## src/slp_pkg.sv

```systemverilog
// Overview of operation
// two-bit field picks control bits per sample: none, overrange, over/underflow, unused.
// five-bit resolution field is read-only and returns thirteen for fourteen bits.
// five-bit total bits per sample field is read-only and returns fifteen.
// five-bit samples per converter per frame field is read-only, returns zero.
// high density format flag, bit seven of format register, always reads zero.
// control words per frame cycle per link field is read-only, always zero.
// two eight-bit spare registers store writes and read back, nothing else; here both also feed the lane checksums.
// lane zero checksum is sum of its link parameters modulo 256, read-only.
// lane one checksum is summed the same way from lane one parameters.
// host keeps the serial control port idle when full conversion performance matters.
// checksum disable control high turns the checksum parameter off, for testing.
// host powers the transmitter down while changing any link configuration field.
// writes to read-only or open bits are ignored; open bits read zero.
// checksums follow every configuration change so reads show current values.
`default_nettype none
package slp_pkg;
   localparam int SLP_ADDR_W = 8;
   // register offsets
   localparam logic [7:0] SLP_OFS_CS_RES = 8'h72;
   localparam logic [7:0] SLP_OFS_NBITS = 8'h73;
   localparam logic [7:0] SLP_OFS_SPF = 8'h74;
   localparam logic [7:0] SLP_OFS_HDCF = 8'h75;
   localparam logic [7:0] SLP_OFS_SPARE1 = 8'h76;
   localparam logic [7:0] SLP_OFS_SPARE2 = 8'h77;
   localparam logic [7:0] SLP_OFS_CKSUM0 = 8'h78;
   localparam logic [7:0] SLP_OFS_CKSUM1 = 8'h79;
   // field positions
   localparam int SLP_CS_HI = 7;
   localparam int SLP_CS_LO = 6;
   localparam int SLP_FLD5_HI = 4;
   localparam int SLP_HD_BIT = 7;
   // reset values
   localparam logic [1:0] SLP_CS_RST = 2'h0;
   localparam logic [7:0] SLP_SPARE_RST = 8'h00;
   localparam logic [7:0] SLP_CKSUM_RST = 8'h00;
   localparam logic [7:0] SLP_RD_RST = 8'h00;
   // fixed link parameters
   localparam logic [1:0] SLP_CS_UNUSED = 2'h3;
   localparam logic [4:0] SLP_RESOLUTION_M1 = 5'h0D;
   localparam logic [4:0] SLP_BITS_M1 = 5'h0F;
   localparam logic [4:0] SLP_SAMPLES_M1 = 5'h00;
   localparam logic SLP_HD_VAL = 1'b0;
   localparam logic [4:0] SLP_CF_VAL = 5'h00;
   localparam int SLP_N_TERMS = 16;
endpackage
`default_nettype wire

```

## src/slp_cksum_sum.sv

```systemverilog
`default_nettype none
// modulo 256 sum of a set of parameter bytes
module slp_cksum_sum #(
   parameter int N_TERMS = 16
) (
   input wire logic [N_TERMS-1:0][7:0] i_terms,
   output logic [7:0] o_sum
);
   // eight-bit accumulator wraps naturally
   always_comb begin
      o_sum = 8'h00;
      for (int k = 0; k < N_TERMS; k++) begin
         o_sum = o_sum + i_terms[k];
      end
   end
endmodule
`default_nettype wire

```

## src/slp_link_param_regs.sv

```systemverilog
`default_nettype none
module slp_link_param_regs
   import slp_pkg::*;
(
   input wire logic i_sys_clk,
   input wire logic i_arst_n,
   input wire logic [SLP_ADDR_W-1:0] i_addr,
   input wire logic i_wr_en,
   input wire logic [7:0] i_wr_data,
   input wire logic i_rd_en,
   input wire logic i_cksum_dis,
   input wire logic [7:0] i_dev_id,
   input wire logic [3:0] i_bank_id,
   input wire logic [4:0] i_lane0_id,
   input wire logic [4:0] i_lane1_id,
   input wire logic i_scrambler_en,
   input wire logic [4:0] i_lanes_m1,
   input wire logic [7:0] i_octets_m1,
   input wire logic [4:0] i_frames_m1,
   input wire logic [7:0] i_converters_m1,
   output logic [7:0] o_rd_data,
   output logic o_rd_hit,
   output logic [1:0] o_ctrl_bits_sel,
   output logic [7:0] o_spare_one,
   output logic [7:0] o_spare_two,
   output logic [7:0] o_lane0_checksum,
   output logic [7:0] o_lane1_checksum
);
   logic [1:0] cs_sel_q;
   logic [7:0] spare1_q;
   logic [7:0] spare2_q;
   logic [7:0] cksum0_q;
   logic [7:0] cksum1_q;
   logic [7:0] rd_data_q;
   logic rd_hit_q;
   logic [7:0] sum0;
   logic [7:0] sum1;
   logic [SLP_N_TERMS-1:0][7:0] lane0_terms;
   logic [SLP_N_TERMS-1:0][7:0] lane1_terms;

   // control bits per sample selection, unused code is refused
   always_ff @(posedge i_sys_clk or negedge i_arst_n) begin
      if (!i_arst_n) begin
         cs_sel_q <= SLP_CS_RST;
      end else if (i_wr_en && i_addr == SLP_OFS_CS_RES &&
                   i_wr_data[SLP_CS_HI:SLP_CS_LO] != SLP_CS_UNUSED) begin
         cs_sel_q <= i_wr_data[SLP_CS_HI:SLP_CS_LO];
      end
   end

   // spare bytes, stored and also summed into both lane checksums
   always_ff @(posedge i_sys_clk or negedge i_arst_n) begin
      if (!i_arst_n) begin
         spare1_q <= SLP_SPARE_RST;
         spare2_q <= SLP_SPARE_RST;
      end else if (i_wr_en) begin
         if (i_addr == SLP_OFS_SPARE1) begin
            spare1_q <= i_wr_data;
         end
         if (i_addr == SLP_OFS_SPARE2) begin
            spare2_q <= i_wr_data;
         end
      end
   end

   // parameter bytes per lane, the same for both lanes except the lane id
   assign lane0_terms = {i_dev_id, {4'h0, i_bank_id}, {3'h0, i_lane0_id},
                         {7'h00, i_scrambler_en}, {3'h0, i_lanes_m1}, i_octets_m1,
                         {3'h0, i_frames_m1}, i_converters_m1, {3'h0, SLP_RESOLUTION_M1},
                         {6'h00, cs_sel_q}, {3'h0, SLP_BITS_M1}, {3'h0, SLP_SAMPLES_M1},
                         {7'h00, SLP_HD_VAL}, {3'h0, SLP_CF_VAL}, spare1_q, spare2_q};
   assign lane1_terms = {i_dev_id, {4'h0, i_bank_id}, {3'h0, i_lane1_id},
                         {7'h00, i_scrambler_en}, {3'h0, i_lanes_m1}, i_octets_m1,
                         {3'h0, i_frames_m1}, i_converters_m1, {3'h0, SLP_RESOLUTION_M1},
                         {6'h00, cs_sel_q}, {3'h0, SLP_BITS_M1}, {3'h0, SLP_SAMPLES_M1},
                         {7'h00, SLP_HD_VAL}, {3'h0, SLP_CF_VAL}, spare1_q, spare2_q};

   slp_cksum_sum #(.N_TERMS(SLP_N_TERMS)) u_sum_lane0 (
      .i_terms(lane0_terms),
      .o_sum(sum0)
   );

   slp_cksum_sum #(.N_TERMS(SLP_N_TERMS)) u_sum_lane1 (
      .i_terms(lane1_terms),
      .o_sum(sum1)
   );

   // checksums refreshed every cycle, forced to zero when disabled
   always_ff @(posedge i_sys_clk or negedge i_arst_n) begin
      if (!i_arst_n) begin
         cksum0_q <= SLP_CKSUM_RST;
         cksum1_q <= SLP_CKSUM_RST;
      end else if (i_cksum_dis) begin
         cksum0_q <= SLP_CKSUM_RST;
         cksum1_q <= SLP_CKSUM_RST;
      end else begin
         cksum0_q <= sum0;
         cksum1_q <= sum1;
      end
   end

   // registered read port, zero for addresses outside this bank
   always_ff @(posedge i_sys_clk or negedge i_arst_n) begin
      if (!i_arst_n) begin
         rd_data_q <= SLP_RD_RST;
         rd_hit_q <= 1'b0;
      end else if (i_rd_en) begin
         rd_hit_q <= 1'b1;
         unique case (i_addr)
            SLP_OFS_CS_RES: rd_data_q <= {cs_sel_q, 1'b0, SLP_RESOLUTION_M1};
            SLP_OFS_NBITS: rd_data_q <= {3'h0, SLP_BITS_M1};
            SLP_OFS_SPF: rd_data_q <= {3'h0, SLP_SAMPLES_M1};
            SLP_OFS_HDCF: rd_data_q <= {SLP_HD_VAL, 2'h0, SLP_CF_VAL};
            SLP_OFS_SPARE1: rd_data_q <= spare1_q;
            SLP_OFS_SPARE2: rd_data_q <= spare2_q;
            SLP_OFS_CKSUM0: rd_data_q <= cksum0_q;
            SLP_OFS_CKSUM1: rd_data_q <= cksum1_q;
            default: begin
               rd_data_q <= SLP_RD_RST;
               rd_hit_q <= 1'b0;
            end
         endcase
      end else begin
         rd_hit_q <= 1'b0;
      end
   end

   assign o_rd_data = rd_data_q;
   assign o_rd_hit = rd_hit_q;
   assign o_ctrl_bits_sel = cs_sel_q;
   assign o_spare_one = spare1_q;
   assign o_spare_two = spare2_q;
   assign o_lane0_checksum = cksum0_q;
   assign o_lane1_checksum = cksum1_q;

   // independent reference sums for checking
   logic [7:0] ref0;
   logic [7:0] ref1;
   logic [7:0] ref_common;
   assign ref_common = 8'(i_dev_id + i_bank_id + i_scrambler_en + i_lanes_m1 + i_octets_m1 +
                          i_frames_m1 + i_converters_m1 + 8'h0D + cs_sel_q + 8'h0F +
                          spare1_q + spare2_q);
   assign ref0 = 8'(ref_common + i_lane0_id);
   assign ref1 = 8'(ref_common + i_lane1_id);
endmodule
`default_nettype wire

```

## config.mk

```make
export PLATFORM = sky130hd
export DESIGN_NAME = slp_link_param_regs
export DESIGN_NICKNAME = d
export VERILOG_FILES = /design/src/slp_pkg.sv /design/src/slp_cksum_sum.sv /design/src/slp_link_param_regs.sv
export SDC_FILE = /design/constraint.sdc
export NUM_CORES = 1
export LEC_CHECK = 0
export BUFFER_PORTS_ARGS = -buffer_cell sky130_fd_sc_hd__buf_2
export CORE_MARGIN = 2
export CORE_UTILIZATION = 27
export CTS_BUF_LIST = sky130_fd_sc_hd__clkbuf_8
export CTS_CLUSTER_SIZE = 14
export DETAILED_ROUTE_END_ITERATION = 10
export GPL_TIMING_DRIVEN = 0
export PLACE_DENSITY_LB_ADDON = 0.12
export SETUP_SLACK_MARGIN = 0.15
export SYNTH_ARGS = -nofsm -noshare
export SYNTH_HDL_FRONTEND = slang
export SYNTH_SLANG_ARGS = --single-unit
```

## constraint.sdc

```tcl
create_clock -name i_sys_clk -period 8.15 [get_ports i_sys_clk]
set_input_delay 0.815 -clock i_sys_clk [delete_from_list [all_inputs] [get_ports i_sys_clk]]
set_output_delay 0.815 -clock i_sys_clk [all_outputs]
set_load 0.05 [all_outputs]
```

Word level (Yosys, flattened, before mapping)
Index checks and enable logic that the tools add are counted.
Storage, ports and cells
  bits in registers: 43
  output and inout port bits: 43
Operators by class
  muxes and demuxes: 5
  reductions and logical operators: 5
  add/subtract/negate cells: 15
  eq/ne operators: 9
Operators by type and width (count)
  8-bit by 7-bit equality test with 1-bit output, second input constant: 8
  8-bit one-hot mux with 6 select lines: 1
  8-bit adder: 5
  8-bit by 5-bit adder with 8-bit output: 4
  8-bit by 4-bit adder with 8-bit output: 2
  8-bit by 4-bit adder with 8-bit output, second input constant: 2
  8-bit 2-to-1 mux: 2
  8-bit by 1-bit adder with 8-bit output: 1
  8-bit by 2-bit adder with 8-bit output: 1
  8-bit OR reduction: 1
  2-bit AND reduction: 2
  1-bit logical AND: 2
  1-bit 2-to-1 mux: 2
  2-bit != test, second input constant: 1

Logic depth before layout (Yosys ltp)
Gate-level depths: netlist of run 1.
  depth in word-level cells: 13
  depth in mapped cells: 22
  mapped depth without buffers: 22

Modules after synthesis
Synthesis of run 1 repeated with hierarchy kept, for this count alone.
Second synthesis, totals
  cells, all modules: 683
  area total of the unflattened synthesis: 7425.9 um^2
By module, submodules not included
  slp_cksum_sum at u_sum_lane0: instances 1, area each 2720.1 um^2, cells each 268
  slp_cksum_sum at u_sum_lane1: instances 1, area each 2697.6 um^2, cells each 262
  slp_link_param_regs: instances 1, area each 2008.2 um^2, cells each 153

Worst setup path before layout of run 1
No wires, ideal clock.
  kind: input -> register
  from: input port i_lanes_m1[1]
  to: register cksum0_q[7], in the netlist o_lane0_checksum[7]
  data required time: 8.018 ns
  slack: 2.648 ns
  stages on the path: 22
  library setup time: 0.132 ns
  arrival time: 5.370 ns
  cell sequence: inv_1 > fa_1 > inv_1 > fa_1 > inv_1 > fa_1 > inv_1 > fa_1 > ha_1 > a21o_1 > a21oi_1 > o21bai_1 > a21oi_1 > xnor2_1 > ha_1 > ha_1 > xnor2_1 > xnor2_1 > xnor3_1 > xnor2_2 > xnor2_1 > nor2_1
Between the ends
  longest elaborated chain between the ends: 6
Ends and longest elaborated chain
  start: declaration: RTL line slp_link_param_regs.sv:17  | input wire logic [4:0] i_lanes_m1,
  8-bit by 5-bit adder with 8-bit output: RTL line slp_cksum_sum.sv:13  | o_sum = o_sum + i_terms[k];
  8-bit by 1-bit adder with 8-bit output: RTL line slp_cksum_sum.sv:13
  8-bit by 5-bit adder with 8-bit output: RTL line slp_cksum_sum.sv:13
  8-bit by 4-bit adder with 8-bit output: RTL line slp_cksum_sum.sv:13
  8-bit adder: RTL line slp_cksum_sum.sv:13
  8-bit 2-to-1 mux: RTL line slp_link_param_regs.sv:93  | end else if (i_cksum_dis) begin
  end signal: assignment: RTL line slp_link_param_regs.sv:97  | cksum0_q <= sum0;
  end: declaration: RTL line slp_link_param_regs.sv:32  | logic [7:0] cksum0_q;
Every way passes these cells.
A chain may end at the register's enable or synchronous reset.

Final worst setup path of run 1
  from: input port i_lanes_m1[1]
  to: register cksum1_q[7], in the netlist o_lane1_checksum[7]
Between the ends
  longest elaborated chain between the ends: 6
Ends and longest elaborated chain
  8-bit by 5-bit adder with 8-bit output: RTL line slp_cksum_sum.sv:13
  8-bit by 1-bit adder with 8-bit output: RTL line slp_cksum_sum.sv:13
  8-bit by 5-bit adder with 8-bit output: RTL line slp_cksum_sum.sv:13
  8-bit by 4-bit adder with 8-bit output: RTL line slp_cksum_sum.sv:13
  8-bit adder: RTL line slp_cksum_sum.sv:13
  8-bit 2-to-1 mux: RTL line slp_link_param_regs.sv:93
  end signal: assignment: RTL line slp_link_param_regs.sv:98  | cksum1_q <= sum1;
  end: declaration: RTL line slp_link_param_regs.sv:33  | logic [7:0] cksum1_q;
Every way passes these cells.

==> impl_metrics.py, run 1 <==
metrics = {
    "status": {
        "run_status": "complete, no violations",
    },
    "yosys": {
        "yosys_warnings": 0,
        "netlist.area_leader.share_pct": 28.28,
        "ys.flop_type": "dfrtp_1",
        "syn-mean-instance-area_um2": 10.51,
        "ys_seq_elements": 43,
        "yosysUniqueCellTypes": 36,
        "seq_area_frac_synth_pct": 28.28,
        "synth_top_cells_by_area": "dfrtp_1 28%, fa_1 22%, ha_1 12%",
        "synth.net_count": 508,
        "syn-cell-area_um2": 3805,
        "post_synth_arst_share_pct": 100.0,
        "synth_enable_flop_cells": 0,
        "post_synth_inst_count": 362,
        "synthDominantAreaCellType": "dfrtp_1",
    },
    "critical_path": {
        "worstSetupEndpointType": "flop",
        "timing_worst_setup_path_type": "primary input to flop",
        "critPathRequiredTime_ns": 8.32,
        "timing.reg2reg.worst_path_depth": 18,
        "cp_slowest_cell": "fa_1",
        "critical_path.cell_chain": "buf_2, inv_1, fa_1, inv_1, fa_1, inv_1, fa_1, inv_1, fa_1, ha_1, a21o_1, a21oi_1, o21bai_1, a21oi_1, xnor2_1, ha_1, ha_1, xnor2_1, xnor2_1, xnor3_1, xnor2_2, xnor2_1, nor2_1",
        "timing.rr.start": "o_spare_one[2]",
        "worstSetupStartpointType": "primary input",
        "r2r_setup_slack_ns": 2.81,
        "cp_max_fo": 2,
        "critical_path.reg2reg.endpoint": "o_lane1_checksum[7]",
        "worst-endpoint-arrival_ns": 5.79,
        "timing.critical_path.slowest_cell_delay_ns": 0.53,
    },
    "timing": {
        "tightestPinTransition_ns": 0.9687,
        "setup_repair_after_global_routing_missed_its_margin": "false",
        "maxClockFrequency_mhz": 177.9,
        "period_minus_slack_ns": 5.621,
        "setup_viol": 0,
        "period_share_pct": 68.97,
        "timing_hold_violations_final": 0,
        "maxSlewViolCount": 0,
        "max_slew_margin_pct": 35.42,
        "finClkSkew_ns": 0.004322,
        "setup_ws_ns": 2.529,
        "final.setup.tns_ns": 0,
    },
    "layout": {
        "final.fill_count": 1430,
        "post_route_cells_drive_above_1_share_pct": 30.00,
        "num-nets-final": 625,
        "area.growth.synth_to_final_pct": 23.54,
    },
    "die": {
        "design.portCount": 113,
        "die_y_um": 122.7,
        "design.core.area_um2": 13830,
        "placementRows": 43,
        "floorplan.initialDensity_pct": 27.52,
        "fp.dieW_um": 122.7,
        "die-area_um2": 15060,
    },
    "power_and_ir_drop": {
        "cell_internal_pwr_w": 0.0008101,
        "comb_power_share_pct": 69.9,
        "power_frac_seq_pct": 18.7,
        "p_sw_w": 0.0006992,
        "power.static_leakage_nw": 2.531,
        "peakVddDrop_mv": 0.1136,
        "clockPowerShare_pct": 11.4,
        "power.switching_fraction_pct": 46.33,
        "cellPowerDensity_nw_per_um2": 321.1,
    },
    "grt": {
        "grt_remaining_overflow": 0,
        "grt_max_degree": 44,
        "first_global_vias": 2919,
        "antenna_found_initial": 1,
        "gr-usage-all-layers_pct": 12.73,
        "first_pass_grt_wire_length_um": 14580,
    },
    "worst_hold_path": {
        "hold-path-cell-count": 2,
        "worstHoldPathType": "flop to flop",
        "worst_hold_startpoint": "o_rd_data[6]",
        "hold_path_end": "o_rd_data[6]",
    },
    "placed_design": {
        "dp_worst_setup_slack_ns": 2.159,
        "detailed_place_hpwl_um": 8145,
        "gp_congestion": 0.7463,
        "io_buffers": 110,
    },
    "route": {
        "post_drt_wl_per_cell_um": 14.04,
        "num_vias": 2834,
        "post_drt_via_cell_ratio": 4.287,
        "ant_nets": 0,
        "detail_route.first_pass.iterations": 4,
        "drc": 0,
        "drt_wl_total_um": 9281,
        "detail_route.iter0.violations": 118,
    },
    "clock_tree": {
        "post_cts_resize_count": 0,
        "post_cts_buffers": 0,
        "clk_root_buffer_cell": "clkbuf_8",
        "clkLatencyLatePin_ns": 0.29,
        "clockBufferDepth": 2,
        "clock-sinks": 43,
        "cts_tree": "done",
        "cts_max_level": 2,
        "clock_buffer_count_from_cts": 5,
        "clk_transition_reported_paths_ns": 0.08,
        "cts.hold.buffers_added": 0,
    },
    "job": {
        "maxCapViolCount": 0,
    },
}
## worst max path at each step
stage	from	end	slack, ns
floorplan	i_lanes_m1[1]	o_lane0_checksum[7]	2.65
global placement	i_lanes_m1[1]	o_lane0_checksum[7]	2.19
detailed placement	i_lanes_m1[1]	o_lane1_checksum[7]	2.16
CTS	i_lanes_m1[1]	o_lane1_checksum[7]	2.48
global route	i_lanes_m1[1]	o_lane0_checksum[7]	2.20
finish	i_lanes_m1[1]	o_lane1_checksum[7]	2.53
## registers in the layout (all words and copies together), names as in the netlist
name,count
o_spare_two,8
o_rd_hit,1
o_lane0_checksum,8
o_spare_one,8
o_rd_data,8
o_ctrl_bits_sel,2
o_lane1_checksum,8
## synthesized netlist by cell type, types with 2 or more instances
master	count
a221oi_1	2
nor3_1	4
ha_1	35
o21bai_1	5
buf_2	3
fa_1	41
nand2_1	5
dfrtp_1	43
nand2_2	2
nand2b_1	2
xnor2_1	20
clkbuf_1	3
mux2_2	16
inv_1	78
o21ai_0	3
a21o_1	6
xor2_1	5
a21oi_1	19
a22oi_1	3
mux2i_1	11
o22ai_1	11
nor2b_1	9
nor2_1	23
## cell usage in the layout, fill, tap and decap left out, types with 4 or more instances in the layout
cell type    n
buf_2      113
inv_1       78
dfrtp_1     43
fa_1        41
ha_1        35
nor2_1      23
xnor2_1     20
a21oi_1     19
mux2_2      16
mux2i_1     11
o22ai_1     11
nor2b_1      9
a21o_1       6
clkbuf_8     6
xor2_1       5
o21bai_1     5
nand2_1      5
nor3_1       4
## metrics by stage
stage | std cells | hold slack, ns | cell area (µm²) | total power, W | util [%]
final | 661 | 0.5238 | 4701 | 0.001509 | 34.00
after global routing | 660 | 0.5495 | 4698 | 0.001686 | 33.98
after CTS | 660 | 0.5305 | 4698 | 0.001552 | 33.98
after detailed placement | 652 | 0.5183 | 4581 | 0.001372 | 33.13
after global placement | 652 | 0.5148 | 4581 | 0.001369 | 33.13
after floorplan | 362 | 0.5194 | 3805 | 0.001129 | -
## cell type report
cell class,count,area [µm²],share of cell area (%)
Antenna cell,1,2.502,0.05323
Multi-Input combinational cell,234,2406,51.18
Sequential cell,43,1076,22.89
Clock buffer,6,82.58,1.757
Tap cell,180,225.2,4.791
Timing Repair Buffer,110,550.5,11.71
Buffer,6,26.28,0.5590
Clock inverter,2,35.03,0.7453
Inverter,79,296.5,6.308
## critical path: cells and delay by family
family,cells,cell delay (ns)
fa+ha+maj,7,2.67
xor+xnor,6,1.19
compound gates,4,0.75
simple gates,1,0.05
buf+inv,5,0.29
## power groups by stage
stage	clock [W]	combinational, W	sequential [W]
after global placement	0	0.00108	0.000289
final	0.000172	0.00105	0.000282
after global routing	0.000186	0.00121	0.000287
after floorplan	0	0.000729	0.000400
after detailed placement	0	0.00108	0.000289
after CTS	0.000177	0.00109	0.000284
## per-layer routing
layer,global-route usage (%),vias to the layer above,routed length [µm]
li1,-,1401,-
met1,16.57,1372,4115
met2,22.20,57,4625
met3,2.695,4,516
met4,1.724,0,24
met5,0,-,0
## kinds of logic (layout without fill, tap and decap cells)
logic type | after synthesis | after routing | share of synthesized area (%)
AND/OR/NAND/NOR | 51 | 51 | 7.004
AO/OA/AOI/OAI | 53 | 53 | 8.747
adder cells (fa/ha/maj) | 76 | 76 | 33.08
XOR/XNOR | 27 | 27 | 6.774
multiplexers | 27 | 27 | 7.629
buffers and inverters | 85 | 203 | 8.484
flip-flops | 43 | 43 | 28.28
other | 0 | 1 | 0
Note: power is estimated with default switching activity, not from simulation.
==> inputs of run 2 (changes only) <==
Clock period 8.15 ns to 5.4 ns, I/O delays scaled along.
==> run 2 against run 1 <==
  * Register-to-register slack lost 2.4 ns
  * First-iteration DRC count shrank 14%
  * Sequential power grew 51%
  * Flip-flop and latch count is the same
  * Non-clock buffer count grew 2
  * Largest power group unchanged
  * Via count is essentially flat
  * Critical endpoint is now o_lane0_checksum[7]
  * Global-route usage grew 0.13 points
  * Setup slack lost 2.1 ns
  * Wire length grew 0.48%
==> impl_metrics.py, run 2 (synthesis results as in run 1) <==
metrics = {
    "status": {
        "run_status": "complete, no violations",
    },
    "timing": {
        "setup_repair_after_global_routing_missed_its_margin": "false",
        "final.setup.tns_ns": 0,
        "hold_ws_ns": 0.3845,
        "maxSlewViolCount": 0,
        "tightestPinTransition_ns": 0.9636,
        "maxClockFrequency_mhz": 199.9,
        "setup_viol": 0,
        "period_minus_slack_ns": 5.002,
        "timing_hold_violations_final": 0,
        "setup_ws_ns": 0.3983,
        "period_share_pct": 92.62,
        "max_slew_margin_pct": 35.76,
        "finClkSkew_ns": 0.008555,
    },
    "grt": {
        "first_pass_grt_wire_length_um": 14720,
        "grt_max_degree": 44,
        "antenna_found_initial": 1,
        "gr-usage-all-layers_pct": 12.86,
        "first_global_vias": 3001,
        "grt_remaining_overflow": 0,
    },
    "critical_path": {
        "timing.critical_path.slowest_cell_delay_ns": 0.55,
        "timing_worst_setup_path_type": "primary input to flop",
        "worst_path_most_repeated_cell": "inv_1",
        "worst-endpoint-arrival_ns": 5.18,
        "worstSetupStartpointType": "primary input",
        "critical_path.cell_chain": "buf_2, inv_1, fa_1, inv_1, fa_1, inv_1, fa_2, inv_1, ha_1, ha_2, inv_1, fa_2, fa_1, inv_1, fa_2, a21o_1, a21oi_2, o21bai_1, a21oi_1, xnor2_1, nor2_1",
        "cp_max_fo": 2,
        "cp_slowest_cell": "fa_1",
        "critPathRequiredTime_ns": 5.58,
        "worstSetupEndpointType": "flop",
    },
    "clock_tree": {
        "clkLatencyLatePin_ns": 0.30,
        "cts_max_level": 2,
        "clockBufferDepth": 2,
        "clk_transition_reported_paths_ns": 0.08,
        "cts.hold.buffers_added": 0,
        "clock-sinks": 43,
        "clk_root_buffer_cell": "clkbuf_8",
        "cts_tree": "done",
        "clock_buffer_count_from_cts": 5,
    },
    "layout": {
        "area.growth.synth_to_final_pct": 25.49,
        "finalCoreUtilization_pct": 34.53,
        "final.fill_count": 1442,
        "antennaDiodeCount": 0,
        "num-nets-final": 627,
        "post_route_cells_drive_above_1_share_pct": 34.23,
        "layout_common_cells": "113 x buf_2, 79 x inv_1, 41 x dfrtp_1",
        "register_cell_area_after_layout_um2": 1079,
        "final_common_cell": "buf_2",
        "multiInputGateArea_um2": 2501,
    },
    "die": {
        "floorplan.initialDensity_pct": 27.52,
        "fp.dieW_um": 122.7,
        "design.portCount": 113,
        "placementRows": 43,
        "die-area_um2": 15060,
        "die_y_um": 122.7,
        "design.core.area_um2": 13830,
    },
    "route": {
        "drc": 0,
        "drt_wl_total_um": 9326,
        "num_vias": 2832,
        "ant_nets": 0,
        "post_drt_wl_per_cell_um": 14.09,
        "post_drt_via_cell_ratio": 4.278,
        "detail_route.iter0.violations": 102,
        "detail_route.first_pass.iterations": 4,
    },
    "job": {
        "maxCapViolCount": 0,
    },
    "power_and_ir_drop": {
        "p_sw_w": 0.001106,
        "peakVddDrop_mv": 0.1856,
        "power.static_leakage_nw": 2.533,
        "totalPowerFinal_w": 0.002345,
        "power_frac_seq_pct": 18.2,
        "comb_power_share_pct": 73.4,
        "power.switching_fraction_pct": 47.19,
        "clockPowerShare_pct": 8.4,
        "cell_internal_pwr_w": 0.001238,
        "cellPowerDensity_nw_per_um2": 491.1,
    },
    "placed_design": {
        "io_buffers": 110,
        "detailed_place_hpwl_um": 8129,
        "gp_congestion": 0.7577,
        "dp_worst_setup_slack_ns": -0.2682,
    },
    "worst_hold_path": {
        "worstHoldPathType": "primary input to asynchronous set/reset pin",
    },
}
-- run 2: cell count changes in the layout (fill, tap and decap cells not counted), sizes merged --
cell / delta
buf: +2
bufinv: -1
clkbuf: -1
diode: -1
inv: +2
-- run 2: final timing paths --
check	from	to	slack, ns	cells past startpoint
max	i_lanes_m1[1]	o_lane0_checksum[7]	0.40	21
min	i_arst_n	o_spare_one[1]	0.38	1
max reg2reg	o_spare_one[3]	o_lane1_checksum[7]	0.42	21
min reg2reg	o_rd_data[7]	o_rd_data[7]	0.53	2
max in group asynchronous	i_arst_n	o_spare_one[3]	4.35	1
min in group i_sys_clk	i_cksum_dis	o_lane0_checksum[2]	0.48	2
-- run 2: metal layers --
metal	up-vias	global-route usage, %	part of all wire, %
met5	-	0	0.12
met4	2	2.802	1.1
met3	12	3.160	6.3
met2	62	22.06	50
met1	1357	16.36	43
li1	1399	-	-
-- run 2: per-stage QoR --
stage / instances / area (µm²)
2_1_floorplan: 362 / 3806
3_5_place_dp: 652 / 4582
4_1_cts: 660 / 4681
3_3_place_gp: 652 / 4582
5_1_grt: 662 / 4775
6_report: 662 / 4775
-- run 2: timing repair --
action                                  in CTS  in global routing
pin swaps                                    1                 22
endpoints found under the setup margin       3                  4
resized for setup                            4                 19
buffers inserted                             0                  2
cloned                                       0                  0
-- run 2: critical path: cells and delay by family --
family | cells | cell delay (ns)
compound gates | 4 | 0.57
xor+xnor | 1 | 0.13
fa+ha+maj | 8 | 3.47
buf+inv | 7 | 0.41
simple gates | 1 | 0.05
-- run 2: layout make-up --
class | instances | share of cell area [%]
multi-input cells | 234 | 52.38
flip-flops and latches | 43 | 22.59
clock buffers | 5 | 1.441
repair buffers | 112 | 11.84
inverters | 79 | 6.211
well taps | 180 | 4.717
clock inverters | 3 | 0.2621
plain buffers | 6 | 0.5503
-- run 2: power by group through the flow --
stage	clock network [W]	logic, W	registers [W]
after detailed placement	0	0.00162	0.000437
after global routing	0.000217	0.00197	0.000436
after global placement	0	0.00163	0.000436
after CTS	0.000202	0.00166	0.000430
after floorplan	0	0.00110	0.000604
final	0.000197	0.00172	0.000426
